`src/hw/swt_consts.svh`:
```
// Address map, key bytes, field positions and timing for the supervision timer
`ifndef SWT_CONSTS_SVH
`define SWT_CONSTS_SVH

// ----------------------------------------------------------------
// Register offsets
// ----------------------------------------------------------------
`define SWT_ADDR_KEY       8'ha6
`define SWT_ADDR_SEL       8'ha7
`define SWT_ADDR_CFG       8'ha8
`define SWT_ADDR_STAT      8'ha9

// ----------------------------------------------------------------
// Reset values, key bytes and fields
// ----------------------------------------------------------------
`define SWT_KEY_RESET      8'hff
`define SWT_KEY_FIRST      8'h1e
`define SWT_KEY_SECOND     8'he1
`define SWT_SEL_RESET      3'h0
`define SWT_CODE_W         3
`define SWT_CFG_WATCHDOG_CLOCK_DOUBLE_BIT   0
`define SWT_CFG_X2_BIT     1
`define SWT_STAT_ARMED_BIT 0
`define SWT_STAT_HOLD_BIT  1
`define SWT_STAT_PULSE_BIT 2
`define SWT_RDATA_IDLE     8'h00

// ----------------------------------------------------------------
// Timing
// ----------------------------------------------------------------
`define SWT_OSC_PERIOD_NS  40
`define SWT_PULSE_OSC      96
`define SWT_PULSE_NS       (`SWT_PULSE_OSC * `SWT_OSC_PERIOD_NS)
`define SWT_PULSE_CYC      (`SWT_PULSE_NS / `SWT_OSC_PERIOD_NS)
`define SWT_PULSE_W        7
`define SWT_MC_OSC         4'h6
`define SWT_DIV_W          4

`endif

```
`src/hw/swt_pkg.sv`:
```
// Types shared by the supervision timer modules
package swt_pkg;

   typedef enum logic [2:0] {
      SWT_OFF  = 3'b001,
      SWT_RUN  = 3'b010,
      SWT_HOLD = 3'b100
   } swt_state_t;

   typedef struct packed {
      logic [7:0] last;
      logic       primed;
      logic       ok;
   } swt_key_t;

   typedef struct packed {
      logic [6:0] cnt;
      logic       out;
   } swt_pulse_t;

endpackage

```
`src/hw/swt_key_seq.sv`:
```
// Key byte sequencer: spots the two-byte service key with nothing between
`timescale 1ns/10ps
`default_nettype none
`include "swt_consts.svh"

module swt_key_seq
   import swt_pkg::*;
(
   input  wire logic       clk,
   input  wire logic       rst_n,
   input  wire logic       key_wr,
   input  wire logic       other_acc,
   input  wire logic [7:0] key_data,
   output var  logic       key_ok
);

   swt_key_t r_reg;
   swt_key_t r_next;

   always_comb begin
      r_next    = r_reg;
      r_next.ok = 1'b0;
      if (key_wr) begin
         // A second byte only counts straight after the first
         r_next.ok     = r_reg.primed && (key_data == `SWT_KEY_SECOND);
         r_next.last   = key_data;
         r_next.primed = (key_data == `SWT_KEY_FIRST);
      end else if (other_acc) begin
         r_next.primed = 1'b0;
      end
   end

   always_ff @(posedge clk or negedge rst_n) begin
      if (!rst_n) begin
         r_reg <= '{last: `SWT_KEY_RESET, primed: 1'b0, ok: 1'b0};
      end else begin
         r_reg <= r_next;
      end
   end

   assign key_ok = r_reg.ok;

endmodule
`default_nettype wire

```
`src/hw/swt_rst_pulse.sv`:
```
// Reset pin pulse stretcher: fixed number of oscillator periods
`timescale 1ns/10ps
`default_nettype none
`include "swt_consts.svh"

module swt_rst_pulse
   import swt_pkg::*;
(
   input  wire logic clk,
   input  wire logic rst_n,
   input  wire logic start,
   output var  logic pulse
);

   localparam logic [`SWT_PULSE_W-1:0] LAST_CNT =
      `SWT_PULSE_W'(`SWT_PULSE_CYC - 1);

   swt_pulse_t r_reg;
   swt_pulse_t r_next;

   always_comb begin
      r_next = r_reg;
      if (start && !r_reg.out) begin
         r_next.out = 1'b1;
         r_next.cnt = LAST_CNT;
      end else if (r_reg.out) begin
         if (r_reg.cnt == '0) begin
            r_next.out = 1'b0;
         end else begin
            r_next.cnt = r_reg.cnt - 1'b1;
         end
      end
   end

   always_ff @(posedge clk or negedge rst_n) begin
      if (!rst_n) begin
         r_reg <= '{cnt: '0, out: 1'b0};
      end else begin
         r_reg <= r_next;
      end
   end

   assign pulse = r_reg.out;

endmodule
`default_nettype wire

```
`src/hw/swt_top.sv`:
```
// Supervision timer: key-armed watchdog with programmable time-out
//
// How it works
// After any reset the timer is off and does not count.
// Writing 1E then E1 to the key register, nothing between, arms it.
// While armed the chain advances once per machine cycle.
// No write disarms it; only reset or its own overflow does.
// Overflow drives a 96 oscillator period pulse on the reset pin.
// Duration selection writes are ignored while armed.
// Chain is a 14-bit prescaler feeding a 7-bit programmable stage.
// Code S fires after 2^(14+S)-1 machine cycles.
// Machine cycle is 6 oscillator periods, doubled when exactly one doubling bit is set.
// In power-down the chain stops and holds its value.
// Leaving power-down through hardware reset leaves the timer off.
// After wake-up by level interrupt, counting waits for the line high.
// Software services the timer before power-down and in wake routine.
// Idle keeps the timer counting; software services it periodically.
// Upper five select bits are reserved; software writes zeros there.
// Key register at A6 is write-only; bytes are consumed as keys.
// Reset clears the duration code to zero, the shortest period.
// The key pair while armed clears the chain and restarts timing.
// A broken or wrong key pair neither arms nor restarts.
// Overflow also disarms the timer and clears its chain.
`timescale 1ns/10ps
`default_nettype none
`include "swt_consts.svh"

module swt_top
   import swt_pkg::*;
#(
   parameter int PRESCALE_W = 14,
   parameter int UPPER_W    = 7
)
(
   input  wire logic       REF_CLK,
   input  wire logic       RST_N,
   input  wire logic [7:0] ADDR,
   input  wire logic [7:0] WDATA,
   input  wire logic       WR,
   input  wire logic       RD,
   input  wire logic       POWER_DOWN,
   input  wire logic       WAKE_INT_N,
   output var  logic [7:0] RDATA,
   output var  logic       RST_PIN_OUT,
   output var  logic       ARMED
);

   // ----------------------------------------------------------------
   // State
   // ----------------------------------------------------------------
   typedef struct packed {
      swt_state_t                  state;
      logic [`SWT_DIV_W-1:0]       mc_div;
      logic [PRESCALE_W-1:0]       presc;
      logic [UPPER_W-1:0]          upper;
      logic [`SWT_CODE_W-1:0]      code;
      logic                        watchdog_clock_double;
      logic                        x2;
      logic                        pd_seen;
      logic                        fire;
      logic                        armed;
      logic [7:0]                  rdata;
   } swt_top_t;

   swt_top_t r_reg;
   swt_top_t r_next;

   // ----------------------------------------------------------------
   // Bus decode
   // ----------------------------------------------------------------
   logic key_wr;
   logic other_acc;
   logic sel_wr;
   logic cfg_wr;
   logic key_ok;
   logic pulse;

   assign key_wr    = WR && (ADDR == `SWT_ADDR_KEY);
   // Any other bus cycle counts as an instruction between the key bytes
   // A read of the key register breaks a pending pair as well
   assign other_acc = RD || (WR && (ADDR != `SWT_ADDR_KEY));
   assign sel_wr    = WR && (ADDR == `SWT_ADDR_SEL);
   assign cfg_wr    = WR && (ADDR == `SWT_ADDR_CFG);

   // ----------------------------------------------------------------
   // Key sequencer
   // ----------------------------------------------------------------
   swt_key_seq u_key (
      .clk       (REF_CLK),
      .rst_n     (RST_N),
      .key_wr    (key_wr),
      .other_acc (other_acc),
      .key_data  (WDATA),
      .key_ok    (key_ok)
   );

   // ----------------------------------------------------------------
   // Reset pin pulse
   // ----------------------------------------------------------------
   swt_rst_pulse u_pulse (
      .clk   (REF_CLK),
      .rst_n (RST_N),
      .start (r_reg.fire),
      .pulse (pulse)
   );

   // ----------------------------------------------------------------
   // Machine cycle divider
   // ----------------------------------------------------------------
   logic                  dbl;
   logic [`SWT_DIV_W-1:0] mc_last;
   logic                  mc_tick;
   logic                  running;

   // The doubling term follows the exclusive-or of the two bits
   assign dbl     = r_reg.watchdog_clock_double ^ r_reg.x2;
   assign mc_last = dbl ? `SWT_DIV_W'((`SWT_MC_OSC << 1) - 1'b1)
                        : `SWT_DIV_W'(`SWT_MC_OSC - 1'b1);
   // Oscillator is halted in power-down, so the divider and chain hold
   assign running = (r_reg.state == SWT_RUN) && !POWER_DOWN;
   assign mc_tick = running && (r_reg.mc_div == mc_last);

   // ----------------------------------------------------------------
   // Terminal count select
   // ----------------------------------------------------------------
   logic [UPPER_W-1:0] used_mask;
   logic [UPPER_W-1:0] upper_done;
   logic               terminal;

   // Stage bit i takes part in the compare only when i is below S
   generate
      for (genvar i = 0; i < UPPER_W; i++) begin : g_mask
         assign used_mask[i] = (`SWT_CODE_W'(i) < r_reg.code);
         assign upper_done[i] = r_reg.upper[i] | ~used_mask[i];
      end
   endgenerate

   // All-ones over the used length means 2^(14+S)-1 cycles have passed
   assign terminal = (&r_reg.presc) &&
                     (&upper_done);

   // ----------------------------------------------------------------
   // Events
   // ----------------------------------------------------------------
   logic is_off;
   logic is_run;
   logic is_hold;
   logic arm;
   logic cfg_open;
   logic service;
   logic overflow;
   logic wake_enter;
   logic wake_leave;

   assign is_off     = r_reg.state == SWT_OFF;
   assign is_run     = r_reg.state == SWT_RUN;
   assign is_hold    = r_reg.state == SWT_HOLD;
   assign arm        = key_ok && is_off;
   // Locking the doubling bits too means no stray write can stretch a
   // running time-out
   assign cfg_open   = is_off;
   assign service    = key_ok && !is_off;
   // Terminal is only acted on in the run state, never while held
   assign overflow   = is_run && terminal;
   // Wake-up with the level line still low parks the chain
   assign wake_enter = is_run && r_reg.pd_seen && !POWER_DOWN &&
                       !WAKE_INT_N;
   assign wake_leave = is_hold && WAKE_INT_N;

   // ----------------------------------------------------------------
   // Count chain steps
   // ----------------------------------------------------------------
   logic [`SWT_DIV_W-1:0] div_step;
   logic [PRESCALE_W-1:0] presc_step;
   logic [UPPER_W-1:0]    upper_step;
   logic                  presc_carry;

   // The upper stage only moves on the prescaler's carry
   assign presc_carry = mc_tick && (&r_reg.presc);
   // Divider restarts on each tick, so a machine cycle is exact
   assign div_step    = mc_tick ? '0 : r_reg.mc_div + 1'b1;
   assign presc_step  = r_reg.presc + PRESCALE_W'(mc_tick);
   assign upper_step  = r_reg.upper + UPPER_W'(presc_carry);

   // ----------------------------------------------------------------
   // Read words
   // ----------------------------------------------------------------
   logic [7:0] sel_val;
   logic [7:0] cfg_val;
   logic [7:0] stat_val;

   // Reserved upper select bits read as zero rather than left floating
   always_comb begin
      sel_val                  = `SWT_RDATA_IDLE;
      sel_val[`SWT_CODE_W-1:0] = r_reg.code;
   end

   always_comb begin
      cfg_val                    = `SWT_RDATA_IDLE;
      cfg_val[`SWT_CFG_WATCHDOG_CLOCK_DOUBLE_BIT] = r_reg.watchdog_clock_double;
      cfg_val[`SWT_CFG_X2_BIT]   = r_reg.x2;
   end

   always_comb begin
      stat_val                      = `SWT_RDATA_IDLE;
      stat_val[`SWT_STAT_ARMED_BIT] = !is_off;
      stat_val[`SWT_STAT_HOLD_BIT]  = is_hold;
      stat_val[`SWT_STAT_PULSE_BIT] = pulse;
   end

   // ----------------------------------------------------------------
   // Read data
   // ----------------------------------------------------------------
   logic [7:0] rd_val;

   always_comb begin
      rd_val = `SWT_RDATA_IDLE;
      unique case (ADDR)
         `SWT_ADDR_SEL: begin
            rd_val = sel_val;
         end
         `SWT_ADDR_CFG: begin
            rd_val = cfg_val;
         end
         `SWT_ADDR_STAT: begin
            rd_val = stat_val;
         end
         default: begin
            // Key register is write-only and unmapped reads give zero
            rd_val = `SWT_RDATA_IDLE;
         end
      endcase
   end

   // ----------------------------------------------------------------
   // Next state
   // ----------------------------------------------------------------
   always_comb begin
      r_next      = r_reg;
      r_next.fire = 1'b0;
      r_next.rdata = RD ? rd_val : `SWT_RDATA_IDLE;
      r_next.pd_seen = POWER_DOWN;

      // Prescaler feeds the upper stage on its carry
      if (running) begin
         r_next.mc_div = div_step;
         r_next.presc  = presc_step;
         r_next.upper  = upper_step;
      end

      // Duration and doubling writes only take effect while the timer is off
      if (cfg_open) begin
         if (sel_wr) begin
            r_next.code = WDATA[`SWT_CODE_W-1:0];
         end
         if (cfg_wr) begin
            r_next.watchdog_clock_double = WDATA[`SWT_CFG_WATCHDOG_CLOCK_DOUBLE_BIT];
            r_next.x2   = WDATA[`SWT_CFG_X2_BIT];
         end
      end

      unique case (r_reg.state)
         SWT_OFF: begin
            if (arm) begin
               r_next.state  = SWT_RUN;
               r_next.mc_div = '0;
               r_next.presc  = '0;
               r_next.upper  = '0;
            end
         end
         SWT_RUN: begin
            if (wake_enter) begin
               // Woken by a level interrupt still held low
               r_next.state  = SWT_HOLD;
               r_next.mc_div = r_reg.mc_div;
               r_next.presc  = r_reg.presc;
               r_next.upper  = r_reg.upper;
            end else if (service) begin
               r_next.mc_div = '0;
               r_next.presc  = '0;
               r_next.upper  = '0;
            end
         end
         SWT_HOLD: begin
            if (service) begin
               r_next.mc_div = '0;
               r_next.presc  = '0;
               r_next.upper  = '0;
            end
            if (wake_leave) begin
               r_next.state = SWT_RUN;
            end
         end
      endcase

      // Overflow beats a service arriving in the same cycle
      if (overflow) begin
         r_next.fire   = 1'b1;
         r_next.state  = SWT_OFF;
         r_next.mc_div = '0;
         r_next.presc  = '0;
         r_next.upper  = '0;
         r_next.code   = `SWT_SEL_RESET;
         r_next.watchdog_clock_double   = 1'b0;
         r_next.x2     = 1'b0;
      end

      // No write path ever leads back to the off state
      r_next.armed = r_next.state != SWT_OFF;
   end

   // ----------------------------------------------------------------
   // Registers
   // ----------------------------------------------------------------
   always_ff @(posedge REF_CLK or negedge RST_N) begin
      if (!RST_N) begin
         r_reg.state   <= SWT_OFF;
         r_reg.mc_div  <= '0;
         r_reg.presc   <= '0;
         r_reg.upper   <= '0;
         r_reg.code    <= `SWT_SEL_RESET;
         r_reg.watchdog_clock_double    <= 1'b0;
         r_reg.x2      <= 1'b0;
         r_reg.pd_seen <= 1'b0;
         r_reg.fire    <= 1'b0;
         r_reg.armed   <= 1'b0;
         r_reg.rdata   <= `SWT_RDATA_IDLE;
      end else begin
         r_reg <= r_next;
      end
   end

   // ----------------------------------------------------------------
   // Outputs
   // ----------------------------------------------------------------
   // The reset pin flop sits in the stretcher, one edge behind fire
   assign RDATA       = r_reg.rdata;
   assign ARMED       = r_reg.armed;
   assign RST_PIN_OUT = pulse;

endmodule
`default_nettype wire

```
`config.mk`:
```
export PLATFORM = sky130hd
export DESIGN_NAME = swt_top
export DESIGN_NICKNAME = d
export VERILOG_FILES = /design/src/hw/swt_pkg.sv /design/src/hw/swt_key_seq.sv /design/src/hw/swt_rst_pulse.sv /design/src/hw/swt_top.sv
export VERILOG_INCLUDE_DIRS = /design/src /design/src/hw
export SDC_FILE = /design/constraint.sdc
export NUM_CORES = 1
export LEC_CHECK = 0
export BUFFER_PORTS_ARGS = -buffer_cell sky130_fd_sc_hd__buf_2
export CORE_MARGIN = 2
export CORE_UTILIZATION = 35
export DETAILED_ROUTE_END_ITERATION = 8
export GPL_TIMING_DRIVEN = 0
export PLACE_DENSITY = 0.6
export SETUP_SLACK_MARGIN = 0.2
export SYNTH_ARGS = -nofsm -noshare
export SYNTH_HDL_FRONTEND = slang
export SYNTH_SLANG_ARGS = --single-unit
export TNS_END_PERCENT = 30
```
`constraint.sdc`:
```
create_clock -name REF_CLK -period 2.95 [get_ports REF_CLK]
set_input_delay 0.1475 -clock REF_CLK [delete_from_list [all_inputs] [get_ports REF_CLK]]
set_output_delay 0.1475 -clock REF_CLK [all_outputs]
set_load 0.01 [all_outputs]
```
# [Word level (Yosys, flattened, before mapping)]
# Cells that the tools add are included.
[totals] ff_bits=54 latchBits=0 ramBits=0 mem_bits_ro=0 input_bits=22 mem_count=0
[op_classes] addsub=4 multipliers=0 div=0 n_lt_le_gt_ge=7 n_eq_ne=14 shift=0 mux=23 bitwise_logic=15 n_reduce_logical=33
[ops] op="$pmux 28 s3" count=1
[ops] op="$mux 25" count=3
[ops] op="$eq 8x8->1 const B" count=5
[ops] op="$mux 33" count=1
[ops] op="$mux 28" count=1
[ops] op="$mux 8" count=3
[ops] op="$logic_and 1x1->1" count=17
[ops] op="$add 14x1->14" count=1
[ops] op="$reduce_and 14->1" count=1
[ops] op="$reduce_bool 2->1" count=5
[ops] op="$lt 3x3->1 const A" count=3
[ops] op="$mux 3" count=3
[ops] op="$pmux 3 s3" count=1
[ops] op="$eq 8x5->1 const B" count=1
[ops] op="$mux 4" count=2
[ops] op="$ne 8x8->1 const B" count=1
[ops] op="$add 7x1->7" count=1
[ops] op="$logic_not 7->1" count=1
[ops] op="$mux 7" count=1
[ops] op="$not 1->1" count=7
[ops] op="$or 1x1->1" count=7
[ops] op="$reduce_and 7->1" count=1
[ops] op="$sub 7x1->7 const B" count=1
[ops] op="$lt 1x3->1 const A" count=2
[ops] op="16 further kinds" count=26

# [Depth between registers and ports, before layout]
[depth] depth_word=12 depth_mapped=12 depth_no_buf=10

# [Hierarchy]
# From an unflattened synthesis, not the netlist that was laid out.
[unflattened] hier_cells=323 hier_area_um2=2926.6
[by_module_without_submodules] mod="swt_top" n_inst=1 cells_each=266 area_each_um2=2352.3 seq_area_each_um2=977.2
[by_module_without_submodules] mod="swt_rst_pulse" n_inst=1 cells_each=46 area_each_um2=450.4 seq_area_each_um2=200.2
[by_module_without_submodules] mod="swt_key_seq" n_inst=1 cells_each=11 area_each_um2=123.9 seq_area_each_um2=50.0

# [Worst setup path before layout]
# No wires, ideal clock.
[synth_timing] path_type="register -> register" startpoint="register r_reg[42] (netlist name)" endpoint="register r_reg[32] (netlist name)" t_arrival_ns=2.466 required_ns=2.872 slack_ns=0.406 stages_incl_launch_ff=13 path_buffers=2 synth_period_minus_slack_ns=2.544 cell_sequence="dfrtp_1 buf_2 nor4b_1 clkbuf_1 nand2_1 nor2_1 ha_1 nand3_1 nor2_1 and2_1 nand3_1 or4_1 a21oi_1"
[synth_between] elab_chain_len=9
[synth_lines] element="from (decl)" line="swt_top.sv:65" text="swt_top_t r_reg;"
[synth_lines] element="from (signal assigned)" line="swt_top.sv:329" text="r_reg <= r_next;"
[synth_lines] element="$eq 3x2->1" line="swt_top.sv:120, swt_top.sv:156, swt_top.sv:262"
[synth_lines] element="$logic_and 1x1->1" line="swt_top.sv:120" text="assign running = (r_reg.state == SWT_RUN) && !POWER_DOWN;"
[synth_lines] element="$logic_and 1x1->1" line="swt_top.sv:121" text="assign mc_tick = running && (r_reg.mc_div == mc_last);"
[synth_lines] element="$add 14x1->14" line="swt_top.sv:182" text="assign presc_step = r_reg.presc + PRESCALE_W'(mc_tick);"
[synth_lines] element="$mux 25" line="swt_top.sv:245" text="if (running) begin"
[synth_lines] element="$mux 25" line="swt_top.sv:278, swt_top.sv:285"
[synth_lines] element="$mux 25" line="swt_top.sv:272" text="if (wake_enter) begin"
[synth_lines] element="$pmux 28 s3" line="swt_top.sv:262" text="unique case (r_reg.state)"
[synth_lines] element="$mux 33" line="swt_top.sv:297" text="if (overflow) begin"
# Several ways; a longest one is shown, not always the timed one. The select of a mux whose other input is x is not followed.
# A chain may end at the register's enable or synchronous reset.

# [Final worst setup path]
[layout_timing] startpoint="register r_reg[43] (netlist name)" endpoint="register r_reg[31] (netlist name)"
# The elaborated chain is that of the path after synthesis.

==> flow_metrics.py <==
metrics = {
    "status": {
        "run_status": "finished clean",
    },
    "clock_tree": {
        "cts.path.max_buffers": 2,
        "cts_buffers": 5,
        "clkLatencyLatePin_ns": 0.31,
        "cts_root_buf": "clkbuf_8",
        "clk_pin_slew_worst_paths_ns": 0.10,
        "holdBufCountCts": 0,
        "clock_sinks": 49,
        "htreeDepth": 2,
        "tritoncts": "built",
    },
    "floorplanning": {
        "coreArea_sq_um": 8130,
        "rows": 33,
        "start_util_pct": 35.7,
        "die_h_microns": 95.2,
        "fp.dieW_microns": 95.2,
        "dieArea_sq_um": 9050,
        "ios": 32,
    },
    "grt": {
        "overflow": 0,
        "grt_max_degree": 50,
        "grt.met2_usage_pct": 26.8,
        "grtUsageMet3_pct": 2.29,
        "grt_pass1_vias": 2424,
        "grt_usage_pct": 16.2,
        "grt_first_pass_wirelength_microns": 11600,
        "antenna_found_initial": 0,
        "use_met1_pct": 21.6,
        "top_usage_layer": "met2",
    },
    "job": {
        "cap_violations": 0,
    },
    "place": {
        "post-place-ws_ns": -0.289,
        "gp_congestion": 0.851,
        "dp.cells": 457,
        "io_buffers": 26,
        "dp_hpwl_microns": 4860,
    },
    "timing": {
        "fmax_ghz": 0.394,
        "layout_worst_path_cycle_share_pct": 86.1,
        "slew_violations": 0,
        "rsz0062_at_grt": "yes",
        "period_minus_slack_ns": 2.54,
        "skew_ns": 0.0136,
        "finalHoldViolations": 0,
        "slew_headroom_pct": 23.1,
        "fin_ws_ns": 0.410,
        "setup_violations": 0,
        "tightestPinTransition_ns": 1.15,
    },
    "route": {
        "vias": 2624,
        "remaining_drc_errors": 0,
        "viasPerCell": 5.54,
        "routed_wl_microns": 7030,
        "wl_per_cell_microns": 14.8,
        "dr.pass1.iters": 4,
        "drtIter0Drc": 84,
        "ant_nets": 0,
    },
    "cells_and_area": {
        "layout.cells.non_filler": 474,
        "drive_above_1_share_pct": 19.5,
        "diodes": 0,
        "largest_register_ffs": 33,
        "fin_nets": 396,
        "fill_cells": 799,
        "syn_to_final_growth_pct": 16.6,
    },
    "yosys": {
        "synth_seq_cells": 49,
        "synthCells": 322,
        "yosys_warnings": 0,
        "synth_ff_type": "dfrtp_1",
        "async_reset_ff_share_pct": 100,
        "synth_edf_count": 0,
        "synth_area_sq_um": 2910,
        "synth_cell_types": 56,
        "synth-seq-area-share_pct": 42.2,
        "post_synth.cell_area_avg_sq_um": 9.03,
    },
    "pwr": {
        "p_leak_nw": 1.47,
        "pwr-share-clk_pct": 26.8,
        "switchingPower_mw": 0.523,
        "seqPwrFrac_pct": 48.9,
        "pwr-share-comb_pct": 24.2,
        "p_sw_share_pct": 33.2,
        "vdd_ir_drop_max_uv": 201,
        "power_density_nw_per_um2": 464,
        "p_int_mw": 1.05,
    },
    "critical_path": {
        "critPathLaunchType": "flop",
        "r2r_cells": 10,
        "cp_data_arrival_time_ns": 2.78,
        "cp_max_fo": 8,
        "worst-setup-path-type": "reg2reg",
        "required_ns": 3.19,
        "crit_path_end_kind": "flop",
    },
    "worst_hold_path": {
        "holdPathStages": 1,
        "min_path_type": "in2reg",
    },
}
## synthesized netlist by cell type, types with 6 or more instances
library cell / number / area [sq um]
o31ai_1: 15 / 113
nand4_1: 9 / 56.3
mux2i_1: 6 / 60.1
nand2b_1: 10 / 62.6
inv_1: 9 / 33.8
nor2_1: 24 / 90.1
nor2b_1: 6 / 37.5
nand3_1: 16 / 80.1
a21oi_1: 29 / 145
nor3_1: 6 / 30.0
ha_1: 6 / 75.1
or4_1: 14 / 105
buf_4: 8 / 60.1
clkbuf_1: 11 / 41.3
dfrtp_1: 48 / 1200
o21ai_0: 17 / 85.1
nand2_1: 25 / 93.8
## logic make-up (layout without fill, tap and decap cells)
logic type / count (synthesis) / in the layout / share of synthesized area [%]
DFF: 49 / 49 / 42.2
and+or+nand+nor: 138 / 138 / 27.3
buffers and inverters: 31 / 74 / 5.16
other: 1 / 5 / 0.129
adders and majority gates: 6 / 6 / 2.58
xor gates and xnor gates: 6 / 6 / 1.81
AOI/OAI and AO/OA: 84 / 84 / 18.4
muxes: 7 / 7 / 2.45
## worst paths after layout
path	startpoint	slack, ns	to
max in group asynchronous	RST_N	2.18	u_pulse.r_reg[3]
worst min-delay path	POWER_DOWN	0.01	r_reg[10]
worst max-delay path	r_reg[43]	0.41	r_reg[31]
min in group asynchronous	RST_N	0.06	r_reg[31]
worst min register to register	u_key.r_reg[1]	0.50	u_key.r_reg[1]
worst max register to register	r_reg[43]	0.41	r_reg[31]
## timing repair
action,4_1_cts,5_1_grt
cloned,0,0
setup buffers,3,6
endpoints found under the setup margin,16,15
pin swaps,0,2
resized for setup,4,11
## critical path: stages (launching register included)
cell and delay [ns]:
dfrtp_1 0.46, nor4b_4 0.35, buf_6 0.18, nand2_1 0.08
nor2_2 0.13, ha_2 0.20, ha_1 0.16, nand4_1 0.10
buf_4 0.18, or4_1 0.48, a21oi_1 0.16
## stage by stage
stage	setup TNS (ns)	instance area (sq um)	util (%)	hold WS [ns]	power, mW
finish	0	3390	41.7	0.0148	1.57
global route	0	3390	41.7	0.00320	1.68
floorplan	0	2920	-	-0.148	0.997
CTS	0	3320	40.8	0.00899	1.55
detailed placement	-2.16	3180	39.1	0.312	1.11
global placement	-1.84	3180	39.1	0.308	1.11
## cell usage in the layout, fill, tap and decap left out, types with 4 or more instances in the layout
cell type / synthesis / routed
nand2b_1: 10 / 10
or3_1: 4 / 4
nor3_1: 6 / 6
inv_1: 9 / 9
nor4_1: 4 / 4
buf_2: 2 / 27
buf_4: 8 / 17
mux2i_1: 6 / 6
and2_1: 4 / 4
o21ai_0: 17 / 17
a21oi_1: 29 / 29
ha_1: 6 / 5
dfrtp_1: 48 / 48
nor2_1: 24 / 22
clkbuf_1: 11 / 9
nor2b_1: 6 / 6
nand3_1: 16 / 15
conb_1: 1 / 5
xnor2_1: 4 / 4
a21boi_0: 4 / 4
or4_1: 14 / 14
o31ai_1: 15 / 15
nand2_1: 25 / 25
nand4_1: 9 / 9
clkbuf_8: 0 / 5
## power groups by stage
| stage | combinational [mW] | sequential, mW | clock [mW] |
|---|---|---|---|
| detailed placement | 0.332 | 0.780 | 0 |
| floorplan | 0.229 | 0.768 | 0 |
| global placement | 0.329 | 0.778 | 0 |
| CTS | 0.344 | 0.769 | 0.437 |
| finish | 0.381 | 0.770 | 0.423 |
| global route | 0.430 | 0.780 | 0.469 |
## area by class of cell
| class | instances | area [sq um] | area share [%] |
|---|---|---|---|
| tap | 105 | 131 | 3.87 |
| clock inverter | 3 | 26.3 | 0.775 |
| multi-input combinational | 246 | 1580 | 46.5 |
| clock buffer | 5 | 68.8 | 2.03 |
| buffer | 22 | 128 | 3.76 |
| timing repair buffer | 35 | 198 | 5.83 |
| sequential | 49 | 1230 | 36.2 |
| inverter | 9 | 33.8 | 0.996 |
## routing by layer
metal	routed length, microns	part of all wire, %
met3	199	2.8
met5	0	0
met1	3250	46
met4	125	1.8
met2	3450	49
Power figures use the tool's default switching activity.
